## src/rpmc_pkg.sv

```systemverilog
package rpmc_pkg;
   // Register byte offsets
   localparam logic [7:0] A_MODE = 8'h00;   // Operating mode control
   localparam logic [7:0] A_OPT  = 8'h04;   // Options
   localparam logic [7:0] A_PA   = 8'h08;   // Amplifier power step
   localparam logic [7:0] A_STAT = 8'h0C;   // Status, read only
   localparam logic [7:0] A_RXD  = 8'h10;   // Receive FIFO head, read pops
   localparam logic [7:0] A_GPIO = 8'h14;   // Pin drive and level
   // Mode register bits
   localparam int MB_XTON = 0;              // Ready
   localparam int MB_PLL  = 1;              // Tuning
   localparam int MB_RXON = 2;              // Receive request
   localparam int MB_TXON = 3;              // Transmit request
   localparam int MB_SENS = 5;              // Sensor, auxiliary group
   localparam int MB_WT   = 6;              // Wake timer, sleep
   localparam int MB_SWRST = 7;             // Software reset, self clearing
   localparam logic [7:0] MODE_RST = 8'h01; // Ready after any reset
   // Option register bits
   localparam int OB_OSC = 0;               // Optional oscillator on
   localparam int OB_AUX = 1;               // Optional auxiliary on
   localparam int OB_GAUSS = 2;             // Gaussian shaping on
   localparam int OB_ROUTE = 3;             // Receive data to pin 0
   localparam logic [3:0] OPT_RST = 4'h0;
   localparam logic [2:0] PA_RST  = 3'h7;   // Highest step
   localparam int PA_STEP_DB = 3;           // Step size of one code
   // Timing
   localparam int CLK_NS   = 10;
   localparam int XTAL_NS  = 1000;          // Crystal start wait
   localparam int PLL_NS   = 500;           // Synthesizer settle wait
   localparam int RAMP_NS  = 200;           // Amplifier ramp time
   localparam int XTAL_CYC = (XTAL_NS + CLK_NS - 1) / CLK_NS;
   localparam int PLL_CYC  = (PLL_NS + CLK_NS - 1) / CLK_NS;
   localparam int RAMP_CYC = (RAMP_NS + CLK_NS - 1) / CLK_NS;
   localparam int FIFO_W = 8;
   localparam int FIFO_D = 64;
   // Sequencer states
   typedef enum logic [2:0] {
      ST_SHUT = 3'b000, ST_IDLE = 3'b001, ST_XTAL = 3'b010, ST_PLL = 3'b011,
      ST_RUP  = 3'b100, ST_TX   = 3'b101, ST_RX   = 3'b110, ST_RDN = 3'b111
   } rpmc_state_e;
   // Power enables of every internal block
   typedef struct packed {
      logic lp_reg;    // low_power_regulator
      logic main_reg;  // Main digital regulator
      logic spi;       // Serial logic and register space
      logic osc32;     // Low-frequency oscillator and wake timer
      logic aux;       // Temperature, converter, battery detector
      logic xtal;      // Crystal
      logic pll;       // Synthesizer
      logic pa;        // Amplifier
      logic rx;        // Receiver
   } rpmc_pwr_s;
   // Demodulated byte stream
   typedef struct packed {
      logic       valid;
      logic [7:0] data;
   } rpmc_byte_s;
endpackage

```

## src/rpmc_top.sv

```systemverilog
`timescale 1ns/1ps
// Receive byte FIFO with valid and ready on both sides
module rpmc_fifo #(
   parameter int W = 8,
   parameter int D = 64
) (
   input  wire logic         clk,
   input  wire logic         arst_n,
   input  wire logic         flush,
   input  wire logic         in_valid,
   output logic              in_ready,
   input  wire logic [W-1:0] in_data,
   output logic              out_valid,
   input  wire logic         out_ready,
   output logic [W-1:0]      out_data
);
   localparam int AW = $clog2(D);
   // Whole state of the FIFO
   typedef struct packed {
      logic [D-1:0][W-1:0] mem;
      logic [AW-1:0]       wp;
      logic [AW-1:0]       rp;
      logic [AW:0]         cnt;
   } rpmc_fifo_s;
   rpmc_fifo_s s_q, s_d;
   logic push, pop;

   assign in_ready  = (s_q.cnt != (AW+1)'(D));
   assign out_valid = (s_q.cnt != '0);
   assign out_data  = s_q.mem[s_q.rp];
   assign push      = in_valid & in_ready;
   assign pop       = out_valid & out_ready;

   // Pointer and count update
   always_comb
   begin
      s_d = s_q;
      if (push)
      begin
         s_d.mem[s_q.wp] = in_data;
         s_d.wp = s_q.wp + 1'b1;
      end
      if (pop)
         s_d.rp = s_q.rp + 1'b1;
      if (push & ~pop)
         s_d.cnt = s_q.cnt + 1'b1;
      else if (pop & ~push)
         s_d.cnt = s_q.cnt - 1'b1;
      if (flush)
      begin
         s_d.wp  = '0;
         s_d.rp  = '0;
         s_d.cnt = '0;
      end
   end

   // State register
   always_ff @(posedge clk or negedge arst_n)
   begin
      if (!arst_n)
         s_q <= '0;
      else
         s_q <= s_d;
   end
endmodule // rpmc_fifo

`timescale 1ns/1ps
// Radio operating-mode controller with AHB-Lite register slave
module rpmc_top (
   input  wire logic              CLOCK,
   input  wire logic              ARST_N,
   input  wire logic              HSEL,
   input  wire logic [31:0]       HADDR,
   input  wire logic [1:0]        HTRANS,
   input  wire logic              HWRITE,
   input  wire logic [2:0]        HSIZE,
   input  wire logic [31:0]       HWDATA,
   input  wire logic              HREADY,
   output logic                   HREADYOUT,
   output logic [31:0]            HRDATA,
   output logic                   HRESP,
   input  wire logic              SHUTDOWN_PIN,
   input  wire rpmc_pkg::rpmc_byte_s RX_IN,
   output logic                   RX_READY,
   input  wire logic              RX_BIT,
   input  wire logic              TX_BIT,
   output logic [2:0]             TX_MOD,
   output rpmc_pkg::rpmc_pwr_s    PWR,
   output logic [2:0]             PA_LEVEL,
   output logic [7:0]             PA_RAMP,
   input  wire logic [2:0]        GPIO_I,
   output logic [2:0]             GPIO_O,
   output logic [2:0]             GPIO_OE
);
   // Whole state of the controller
   typedef struct packed {
      logic [1:0]          sdn_sync;  // Shutdown pin synchroniser
      logic [1:0][2:0]     gpi_sync;  // Pin input synchroniser
      rpmc_pkg::rpmc_state_e st;      // Sequencer state
      logic [7:0]          mode;      // Mode control
      logic [3:0]          opt;       // Options
      logic [2:0]          pa_lvl;    // Amplifier power step
      logic [2:0]          gp_out;    // Pin drive values
      logic [2:0]          gp_oe;     // Pin drive enables
      logic [7:0]          tmr;       // Wait timer
      logic [7:0]          ramp;      // Amplifier ramp level
      logic [2:0]          gshift;    // Transmit bit history
      logic [2:0]          tx_mod;    // Shaped transmit value
      logic                dp_wr;     // Write data phase pending
      logic [7:0]          dp_addr;   // Address of that write
      logic [31:0]         rdata;     // Read data register
      rpmc_pkg::rpmc_pwr_s pwr;       // Block power enables
      logic [2:0]          gpio_o;    // Pin outputs
   } rpmc_s;
   rpmc_s s_q, s_d;

   logic       shut;       // Synchronised shutdown level
   logic       ap_valid;   // Address phase taken
   logic [7:0] ap_addr;    // Word address of the phase
   logic       rx_pop;     // Register read pops FIFO
   logic       f_valid;    // FIFO holds data
   logic [7:0] f_data;     // FIFO head
   logic       f_in_valid; // Byte offered to FIFO
   logic       f_in_ready; // FIFO has room
   logic       tx_req;     // Transmit requested
   logic       rx_req;     // Receive requested

   // Offset match, used by read and write decode
   function automatic logic hit(input logic [7:0] a, input logic [7:0] off);
      hit = (a == off);
   endfunction

   assign shut     = s_q.sdn_sync[1];
   assign ap_valid = HSEL & HTRANS[1] & HREADY;
   assign ap_addr  = {HADDR[7:2], 2'b00};
   assign rx_pop   = ap_valid & ~HWRITE & ~shut & hit(ap_addr, rpmc_pkg::A_RXD)
                     & f_valid;
   assign tx_req   = s_q.mode[rpmc_pkg::MB_TXON];
   assign rx_req   = s_q.mode[rpmc_pkg::MB_RXON] & ~tx_req;
   // Receive bits go to the pin instead when routed
   assign f_in_valid = RX_IN.valid & ~s_q.opt[rpmc_pkg::OB_ROUTE] & (s_q.st == rpmc_pkg::ST_RX);
   // Back-pressure reaches the demodulator; routed or idle bytes are dropped
   assign RX_READY = f_in_ready | s_q.opt[rpmc_pkg::OB_ROUTE] | (s_q.st != rpmc_pkg::ST_RX);

   // Receive FIFO, emptied by register reads
   rpmc_fifo #(
      .W (rpmc_pkg::FIFO_W),
      .D (rpmc_pkg::FIFO_D)
   ) u_fifo (
      .clk       (CLOCK),
      .arst_n    (ARST_N),
      .flush     (shut),
      .in_valid  (f_in_valid),
      .in_ready  (f_in_ready),
      .in_data   (RX_IN.data),
      .out_valid (f_valid),
      .out_ready (rx_pop),
      .out_data  (f_data)
   );

   // Next-state logic: bus, sequencer, enables
   always_comb
   begin
      s_d = s_q;
      s_d.sdn_sync = {s_q.sdn_sync[0], SHUTDOWN_PIN};
      s_d.gpi_sync = {s_q.gpi_sync[0], GPIO_I};
      s_d.dp_wr = 1'b0;
      // Address phase: capture write, register read data
      if (ap_valid)
      begin
         s_d.dp_wr   = HWRITE;
         s_d.dp_addr = ap_addr;
         s_d.rdata   = 32'h0000_0000;
         if (!HWRITE)
         begin
            if (hit(ap_addr, rpmc_pkg::A_MODE))
               s_d.rdata = {24'h00_0000, s_q.mode};
            else if (hit(ap_addr, rpmc_pkg::A_OPT))
               s_d.rdata = {28'h000_0000, s_q.opt};
            else if (hit(ap_addr, rpmc_pkg::A_PA))
               s_d.rdata = {29'h0000_0000, s_q.pa_lvl};
            else if (hit(ap_addr, rpmc_pkg::A_STAT))
               s_d.rdata = {19'h0_0000, f_valid, s_q.st, s_q.pwr};
            else if (hit(ap_addr, rpmc_pkg::A_RXD))
               // Empty FIFO reads zero, never a stale byte left at the read pointer
               s_d.rdata = {23'h00_0000, f_valid, (f_valid ? f_data : 8'h00)};
            else if (hit(ap_addr, rpmc_pkg::A_GPIO))
               s_d.rdata = {23'h00_0000, s_q.gpi_sync[1], s_q.gp_oe, s_q.gp_out};
            // Unmapped reads return zero
         end
      end
      // Data phase of a write
      if (s_q.dp_wr)
      begin
         if (hit(s_q.dp_addr, rpmc_pkg::A_MODE))
            s_d.mode = HWDATA[7:0];
         else if (hit(s_q.dp_addr, rpmc_pkg::A_OPT))
            s_d.opt = HWDATA[3:0];
         else if (hit(s_q.dp_addr, rpmc_pkg::A_PA))
            s_d.pa_lvl = HWDATA[2:0];
         else if (hit(s_q.dp_addr, rpmc_pkg::A_GPIO))
         begin
            s_d.gp_out = HWDATA[2:0];
            s_d.gp_oe  = HWDATA[5:3];
         end
      end
      // Software reset restores every writable register and ready mode
      if (s_q.mode[rpmc_pkg::MB_SWRST])
      begin
         s_d.mode   = rpmc_pkg::MODE_RST;
         s_d.opt    = rpmc_pkg::OPT_RST;
         s_d.pa_lvl = rpmc_pkg::PA_RST;
         s_d.gp_out = 3'h0;
         s_d.gp_oe  = 3'h0;
         s_d.st     = rpmc_pkg::ST_IDLE;
      end
      // Sequencer
      case (s_q.st)
         rpmc_pkg::ST_SHUT:
            s_d.st = rpmc_pkg::ST_IDLE;
         rpmc_pkg::ST_IDLE:
         begin
            s_d.tmr = 8'h00;
            if (tx_req | rx_req)
            begin
               if (!(s_q.mode[rpmc_pkg::MB_XTON] | s_q.mode[rpmc_pkg::MB_PLL]))
                  s_d.st = rpmc_pkg::ST_XTAL;
               else if (!s_q.mode[rpmc_pkg::MB_PLL])
                  s_d.st = rpmc_pkg::ST_PLL;
               else
                  s_d.st = tx_req ? rpmc_pkg::ST_RUP : rpmc_pkg::ST_RX;
            end
         end
         rpmc_pkg::ST_XTAL:
         begin
            s_d.tmr = s_q.tmr + 8'h01;
            if (s_q.tmr == 8'(rpmc_pkg::XTAL_CYC - 1))
            begin
               s_d.tmr = 8'h00;
               s_d.st  = rpmc_pkg::ST_PLL;
            end
         end
         rpmc_pkg::ST_PLL:
         begin
            s_d.tmr = s_q.tmr + 8'h01;
            if (s_q.tmr == 8'(rpmc_pkg::PLL_CYC - 1))
            begin
               s_d.tmr = 8'h00;
               if (tx_req)
                  s_d.st = rpmc_pkg::ST_RUP;
               else if (rx_req)
                  s_d.st = rpmc_pkg::ST_RX;
               else
                  s_d.st = rpmc_pkg::ST_IDLE;
            end
         end
         rpmc_pkg::ST_RUP:
         begin
            s_d.ramp = s_q.ramp + 8'h01;
            if (s_q.ramp == 8'(rpmc_pkg::RAMP_CYC - 1))
               s_d.st = rpmc_pkg::ST_TX;
         end
         rpmc_pkg::ST_TX:
            if (!tx_req)
               s_d.st = rpmc_pkg::ST_RDN;
         rpmc_pkg::ST_RDN:
         begin
            s_d.ramp = s_q.ramp - 8'h01;
            if (s_q.ramp == 8'h01)
               s_d.st = rpmc_pkg::ST_IDLE;
         end
         rpmc_pkg::ST_RX:
            // Leave receive before any transmit may start
            if (!rx_req)
               s_d.st = rpmc_pkg::ST_IDLE;
         default:
            s_d.st = rpmc_pkg::ST_IDLE;
      endcase
      // Transmit shaping: 1-2-1 filter over last three bits
      s_d.gshift = {s_q.gshift[1:0], TX_BIT};
      if (s_q.st != rpmc_pkg::ST_TX)
         s_d.tx_mod = 3'h0;
      else if (s_q.opt[rpmc_pkg::OB_GAUSS])
         s_d.tx_mod = 3'(s_q.gshift[2]) + {1'b0, s_q.gshift[1], 1'b0}
                      + 3'(s_q.gshift[0]);
      else
         s_d.tx_mod = {s_q.gshift[0], 2'b00};
      // Pins: pin 0 may carry receive data
      s_d.gpio_o = s_q.gp_out;
      if (s_q.opt[rpmc_pkg::OB_ROUTE])
         s_d.gpio_o[0] = RX_BIT;
      // Shutdown wins over everything and loses all contents
      if (shut)
      begin
         s_d = '0;
         s_d.sdn_sync = {s_q.sdn_sync[0], SHUTDOWN_PIN};
         s_d.gpi_sync = {s_q.gpi_sync[0], GPIO_I};
         s_d.mode   = rpmc_pkg::MODE_RST;
         s_d.pa_lvl = rpmc_pkg::PA_RST;
         s_d.st     = rpmc_pkg::ST_SHUT;
      end
      // Power enables follow the next mode and state
      s_d.pwr = '0;
      if (s_d.st != rpmc_pkg::ST_SHUT)
      begin
         s_d.pwr.lp_reg = 1'b1;
         s_d.pwr.spi    = 1'b1;
         s_d.pwr.xtal   = s_d.mode[rpmc_pkg::MB_XTON] | s_d.mode[rpmc_pkg::MB_PLL]
                          | (s_d.st != rpmc_pkg::ST_IDLE);
         s_d.pwr.main_reg = s_d.pwr.xtal;
         s_d.pwr.pll    = s_d.mode[rpmc_pkg::MB_PLL] | ((s_d.st != rpmc_pkg::ST_IDLE)
                          & (s_d.st != rpmc_pkg::ST_XTAL));
         s_d.pwr.pa     = (s_d.st == rpmc_pkg::ST_RUP) | (s_d.st == rpmc_pkg::ST_TX)
                          | (s_d.st == rpmc_pkg::ST_RDN);
         s_d.pwr.rx     = (s_d.st == rpmc_pkg::ST_RX);
         s_d.pwr.osc32  = s_d.mode[rpmc_pkg::MB_WT] | (s_d.opt[rpmc_pkg::OB_OSC]
                          & (s_d.mode[rpmc_pkg::MB_SENS] | s_d.pwr.xtal));
         s_d.pwr.aux    = s_d.mode[rpmc_pkg::MB_SENS] | (s_d.opt[rpmc_pkg::OB_AUX]
                          & (s_d.mode[rpmc_pkg::MB_WT] | s_d.pwr.xtal));
      end
   end

   // State register
   always_ff @(posedge CLOCK or negedge ARST_N)
   begin
      if (!ARST_N)
      begin
         s_q        <= '0;
         s_q.st     <= rpmc_pkg::ST_IDLE;
         s_q.mode   <= rpmc_pkg::MODE_RST;
         s_q.pa_lvl <= rpmc_pkg::PA_RST;
      end
      else
         s_q <= s_d;
   end

   // Outputs
   assign HREADYOUT = 1'b1;
   assign HRESP     = 1'b0;
   assign HRDATA    = s_q.rdata;
   assign TX_MOD    = s_q.tx_mod;
   assign PWR       = s_q.pwr;
   assign PA_LEVEL  = s_q.pa_lvl;
   assign PA_RAMP   = s_q.ramp;
   assign GPIO_O    = s_q.gpio_o;
   assign GPIO_OE   = {s_q.gp_oe[2:1], s_q.gp_oe[0] | s_q.opt[rpmc_pkg::OB_ROUTE]};
endmodule // rpmc_top

```

## config.mk

```make
export PLATFORM = sky130hd
export DESIGN_NAME = rpmc_top
export DESIGN_NICKNAME = d
export VERILOG_FILES = /design/src/rpmc_pkg.sv /design/src/rpmc_top.sv
export SDC_FILE = /design/constraint.sdc
export NUM_CORES = 1
export LEC_CHECK = 0
export BUFFER_PORTS_ARGS = -buffer_cell sky130_fd_sc_hd__buf_2
export CORE_UTILIZATION = 40
export CTS_BUF_LIST = sky130_fd_sc_hd__clkbuf_16
export DETAILED_ROUTE_END_ITERATION = 10
export PLACE_DENSITY = 0.6
export REMOVE_ABC_BUFFERS = 1
export SETUP_SLACK_MARGIN = 0.5
export SYNTH_ARGS = -nofsm -noshare
export SYNTH_HDL_FRONTEND = slang
export SYNTH_SLANG_ARGS = --single-unit
```

## constraint.sdc

```tcl
create_clock -name CLOCK -period 3.2 [get_ports CLOCK]
set_input_delay 0.32 -clock CLOCK [delete_from_list [all_inputs] [get_ports CLOCK]]
set_output_delay 0.32 -clock CLOCK [all_outputs]
set_load 0.01 [all_outputs]
```

==> run summary <==
leakage - 0.0161 uW
vias per cell - 5.67
Power Internal - 12300 uW
DR iter-0 viols - 1235
post-synthesis adder-cell area fraction - 0.662%
CP Capture Type - flip-flop
CTS tree - done
r2r setup slk - 390 ps
r2r startpoint - u_fifo.s_q[3]$_DFFE_PN0P_
Top FF cell, synth - dfrtp_1
RSZ-0062 raised after global routing - yes
area of the core - 73000 sq um
cell taking the most area after synthesis - dfrtp_1
Final Wtd Congestion - 0.927
skew final - 23.9 ps
die outline area - 74800 sq um
worst skew pair latency - 610 ps
Worst R2R End - u_fifo.s_q[6]$_DFFE_PN0P_
kind of launch point of the worst setup path - flip-flop
Final Hold Fails - 0
Min Hold Slack - 25.2 ps
die width - 274 um
largest family of logic cells by synthesized area - multiplexers
Worst Hold End - s_q[75]$_DFFE_PN0P_
Post-Synth Simple-Gate Area - 6.43%
Rel. slew slack - 14.4%
Synth Area in Compound Gates - 5.31%
GRT Total Usage - 21.0%
min-delay src - HWDATA[3]
mapped cell area - 29500 sq um
worst path cell trace - nor4_4 > buf_4 > a311oi_4 > nand2_2 > nand2_4 > inv_4 > fa_2 > inv_2 > a21o_1 > a21oi_2 > o21bai_1 > a21oi_2 > mux2i_1 > mux2_2
post-route insts no fill - 3319
placed cells - 3146
global-route met1 utilization - 29.4%
ANT nets after route - 0
Die Y - 274 um
vias in the first global route - 19300
pin count of the biggest net entering global routing - 95
CP Data Required Time - 3690 ps
Max Buffers Root-to-Sink - 3
Row Count - 99
Area contributors post-synth - dfrtp_1, mux2_2, mux4_2
Comb pwr share - 3.1%
first-pass GRT wire length - 121000 um
Root Buffer - clkbuf_16
Clk pwr share - 47.8%
Hold/Removal Path Class - in -> reg
DRC - 0
status - completed
Starting Density - 40.4%
worst r2r path cells - 14
Critical Path Slowest Stage Cell - dfrtp_2
Synth Instances - 2203
port buffer count - 77
ys async rst share - 100%
Tmin final - 2810 ps
endpoints failing setup - 0
delay-heaviest family, CP - compound AO/OA/AOI/OAI gates
Psw - 3590 uW
Sw Ratio - 22.6%
Setup TNS - 0 ps
hold path cells - 3
sequential cell area fraction in the yosys report - 52.2%
Worst-path clk slew - 60 ps
Max Transition Viols Final - 0
power per cell area - 465 nW/um^2
Crit Path Class - reg -> reg
DR WL/cell - 23.5 um
final wirelength - 78000 um
Synth Area per Inst - 13.4 sq um
H-tree depth - 3
fin area - 34100 sq um
max incr delay on CP - 430 ps
CP arrival - 3300 ps
Synth Area in XOR/XNOR - 0.505%
Area after DPL - 31000 sq um
Sink Count - 615
Post-synth EDFFs - 0
Filler cells - 6384
initial antenna violation count - 2
Worst Tran Pin Value - 1280 ps
Ports - 153
share of the synthesized area in the top cell type - 51.7%
Layout Nets - 2410
vias - 18800
gr busiest metal - met2
hpwl dp - 51600 um
grt total ovfl - 0
proportion of synthesized area in mux cells - 30.7%
max-cap violations - 0
critical path buffer and inverter count - 3
maximum clock rate - 355 MHz
Seq pwr share - 49.2%
area grow syn2layout - 15.6%
met3 global-route usage - 3.37%
M2 GR Usage - 34.0%
Num CTS Buffers - 69
crit share post-route - 88.0%
Netlist cell types - 74
Max FO, Critical Path - 3
Peak VDD IR - 343 uV
register bit total from synthesis - 615
most used cell, CP - a21oi_2
fraction of layout cells with a size suffix above 1 - 44.5%
synthesis warning total - 0
DRT Pass-1 Iters - 5
-- kinds of logic after synthesis --
logic type	count (synthesis)
fa+ha+maj	15
mux	732
compound gates	243
xor+xnor	17
other cells	2
simple gates	350
flops	615
buf+inv	229
-- worst register-to-register path, cell delays in order, from the launching register on --
cell and delay [ps]:
dfrtp_2 430, nor4_4 290, buf_4 180, a311oi_4 100
nand2_2 130, nand2_4 80, inv_4 60, fa_2 200
inv_2 30, a21o_1 180, a21oi_2 180, o21bai_1 110
a21oi_2 170, mux2i_1 210, mux2_2 340
-- how the worst max path moves through the flow --
stage | from | end | slack [ps] | depth (start not counted)
floorplan | u_fifo.s_q[7]$_DFFE_PN0P_ | HRDATA[6]$_DFFE_PN0P_ | -4690 | 6
global placement | HADDR[5] | u_fifo.s_q[6]$_DFFE_PN0P_ | -30 | 12
detailed placement | HADDR[5] | u_fifo.s_q[6]$_DFFE_PN0P_ | -20 | 12
CTS | u_fifo.s_q[2]$_DFFE_PN0P_ | u_fifo.s_q[6]$_DFFE_PN0P_ | 300 | 14
global route | u_fifo.s_q[3]$_DFFE_PN0P_ | u_fifo.s_q[6]$_DFFE_PN0P_ | 230 | 14
finish | u_fifo.s_q[3]$_DFFE_PN0P_ | u_fifo.s_q[6]$_DFFE_PN0P_ | 390 | 14
-- registers in the layout, indices dropped and copies added (netlist names) --
name,count
u_fifo.s_q,531
s_q,45
HRDATA,13
PA_RAMP,8
PWR,7
GPIO_O,3
PA_LEVEL,3
TX_MOD,3
GPIO_OE,2
-- cell type report --
type / count / area (sq um) / share of cell area, %
Antenna cell: 1 / 2.50 / 0.00734
Clock inverter: 52 / 345 / 1.01
Clock buffer: 72 / 1800 / 5.28
Tap cell: 959 / 1200 / 3.52
Multi-Input combinational cell: 1378 / 13300 / 39.1
Inverter: 16 / 62.6 / 0.183
Timing Repair Buffer: 226 / 1960 / 5.74
Sequential cell: 615 / 15400 / 45.2
-- synth_stat cells (all sizes together) (19+ instances only) --
library cell,n
dfrtp,610
mux2,535
buf,112
mux2i,112
nor2,103
clkbuf,101
nand2,97
mux4,85
a21oi,75
a22oi,46
o21ai,39
nand3,28
o22ai,19
-- cells in the final DEF, fill, tap and decap left out, types with 23 or more instances in the layout --
cell / synthesis / routed
dfrtp_1: 610 / 605
mux2_2: 533 / 533
mux2i_1: 112 / 112
buf_4: 72 / 107
mux4_2: 85 / 85
buf_2: 9 / 76
clkbuf_16: 0 / 74
a21oi_1: 75 / 70
nor2_1: 70 / 68
nand2_1: 64 / 59
a22oi_1: 46 / 44
o21ai_0: 38 / 37
inv_1: 15 / 29
nand3_1: 26 / 24
nor2_4: 1 / 24
nand2_2: 33 / 23
-- routing by layer --
metal	wire length (um)	share of wire (%)
met1	35100	45
met2	37400	48
met3	3870	5.0
met4	1580	2.0
met5	9	0.012
-- through the flow --
step                worst slack [ps]  util, %  total power (uW)
floorplan                      -4690        -              8020
global placement               -34.2     42.4              8410
detailed placement             -19.1     42.4              8420
CTS                              299     46.1             16100
global route                     228     46.8             16400
finish                           385     46.8             15900
-- timing repair --
item                                   CTS  global route
cloned                                   3             2
endpoints found under the hold margin   93             0
setup buffers                           10            19
resized for setup                       41            45
setup endpoints to repair              361           514
pin swaps                                6            17
hold buffers                            14             0
-- power groups by stage --
| stage | combinational [uW] | sequential, uW | clock, uW |
|---|---|---|---|
| final | 485 | 7810 | 7590 |
| after global routing | 541 | 7800 | 8080 |
| after CTS | 493 | 7800 | 7770 |
| after detailed placement | 478 | 7940 | 0 |
| after global placement | 463 | 7940 | 0 |
| after floorplan | 68.6 | 7950 | 0 |
Note: power is estimated with default switching activity, not from simulation.
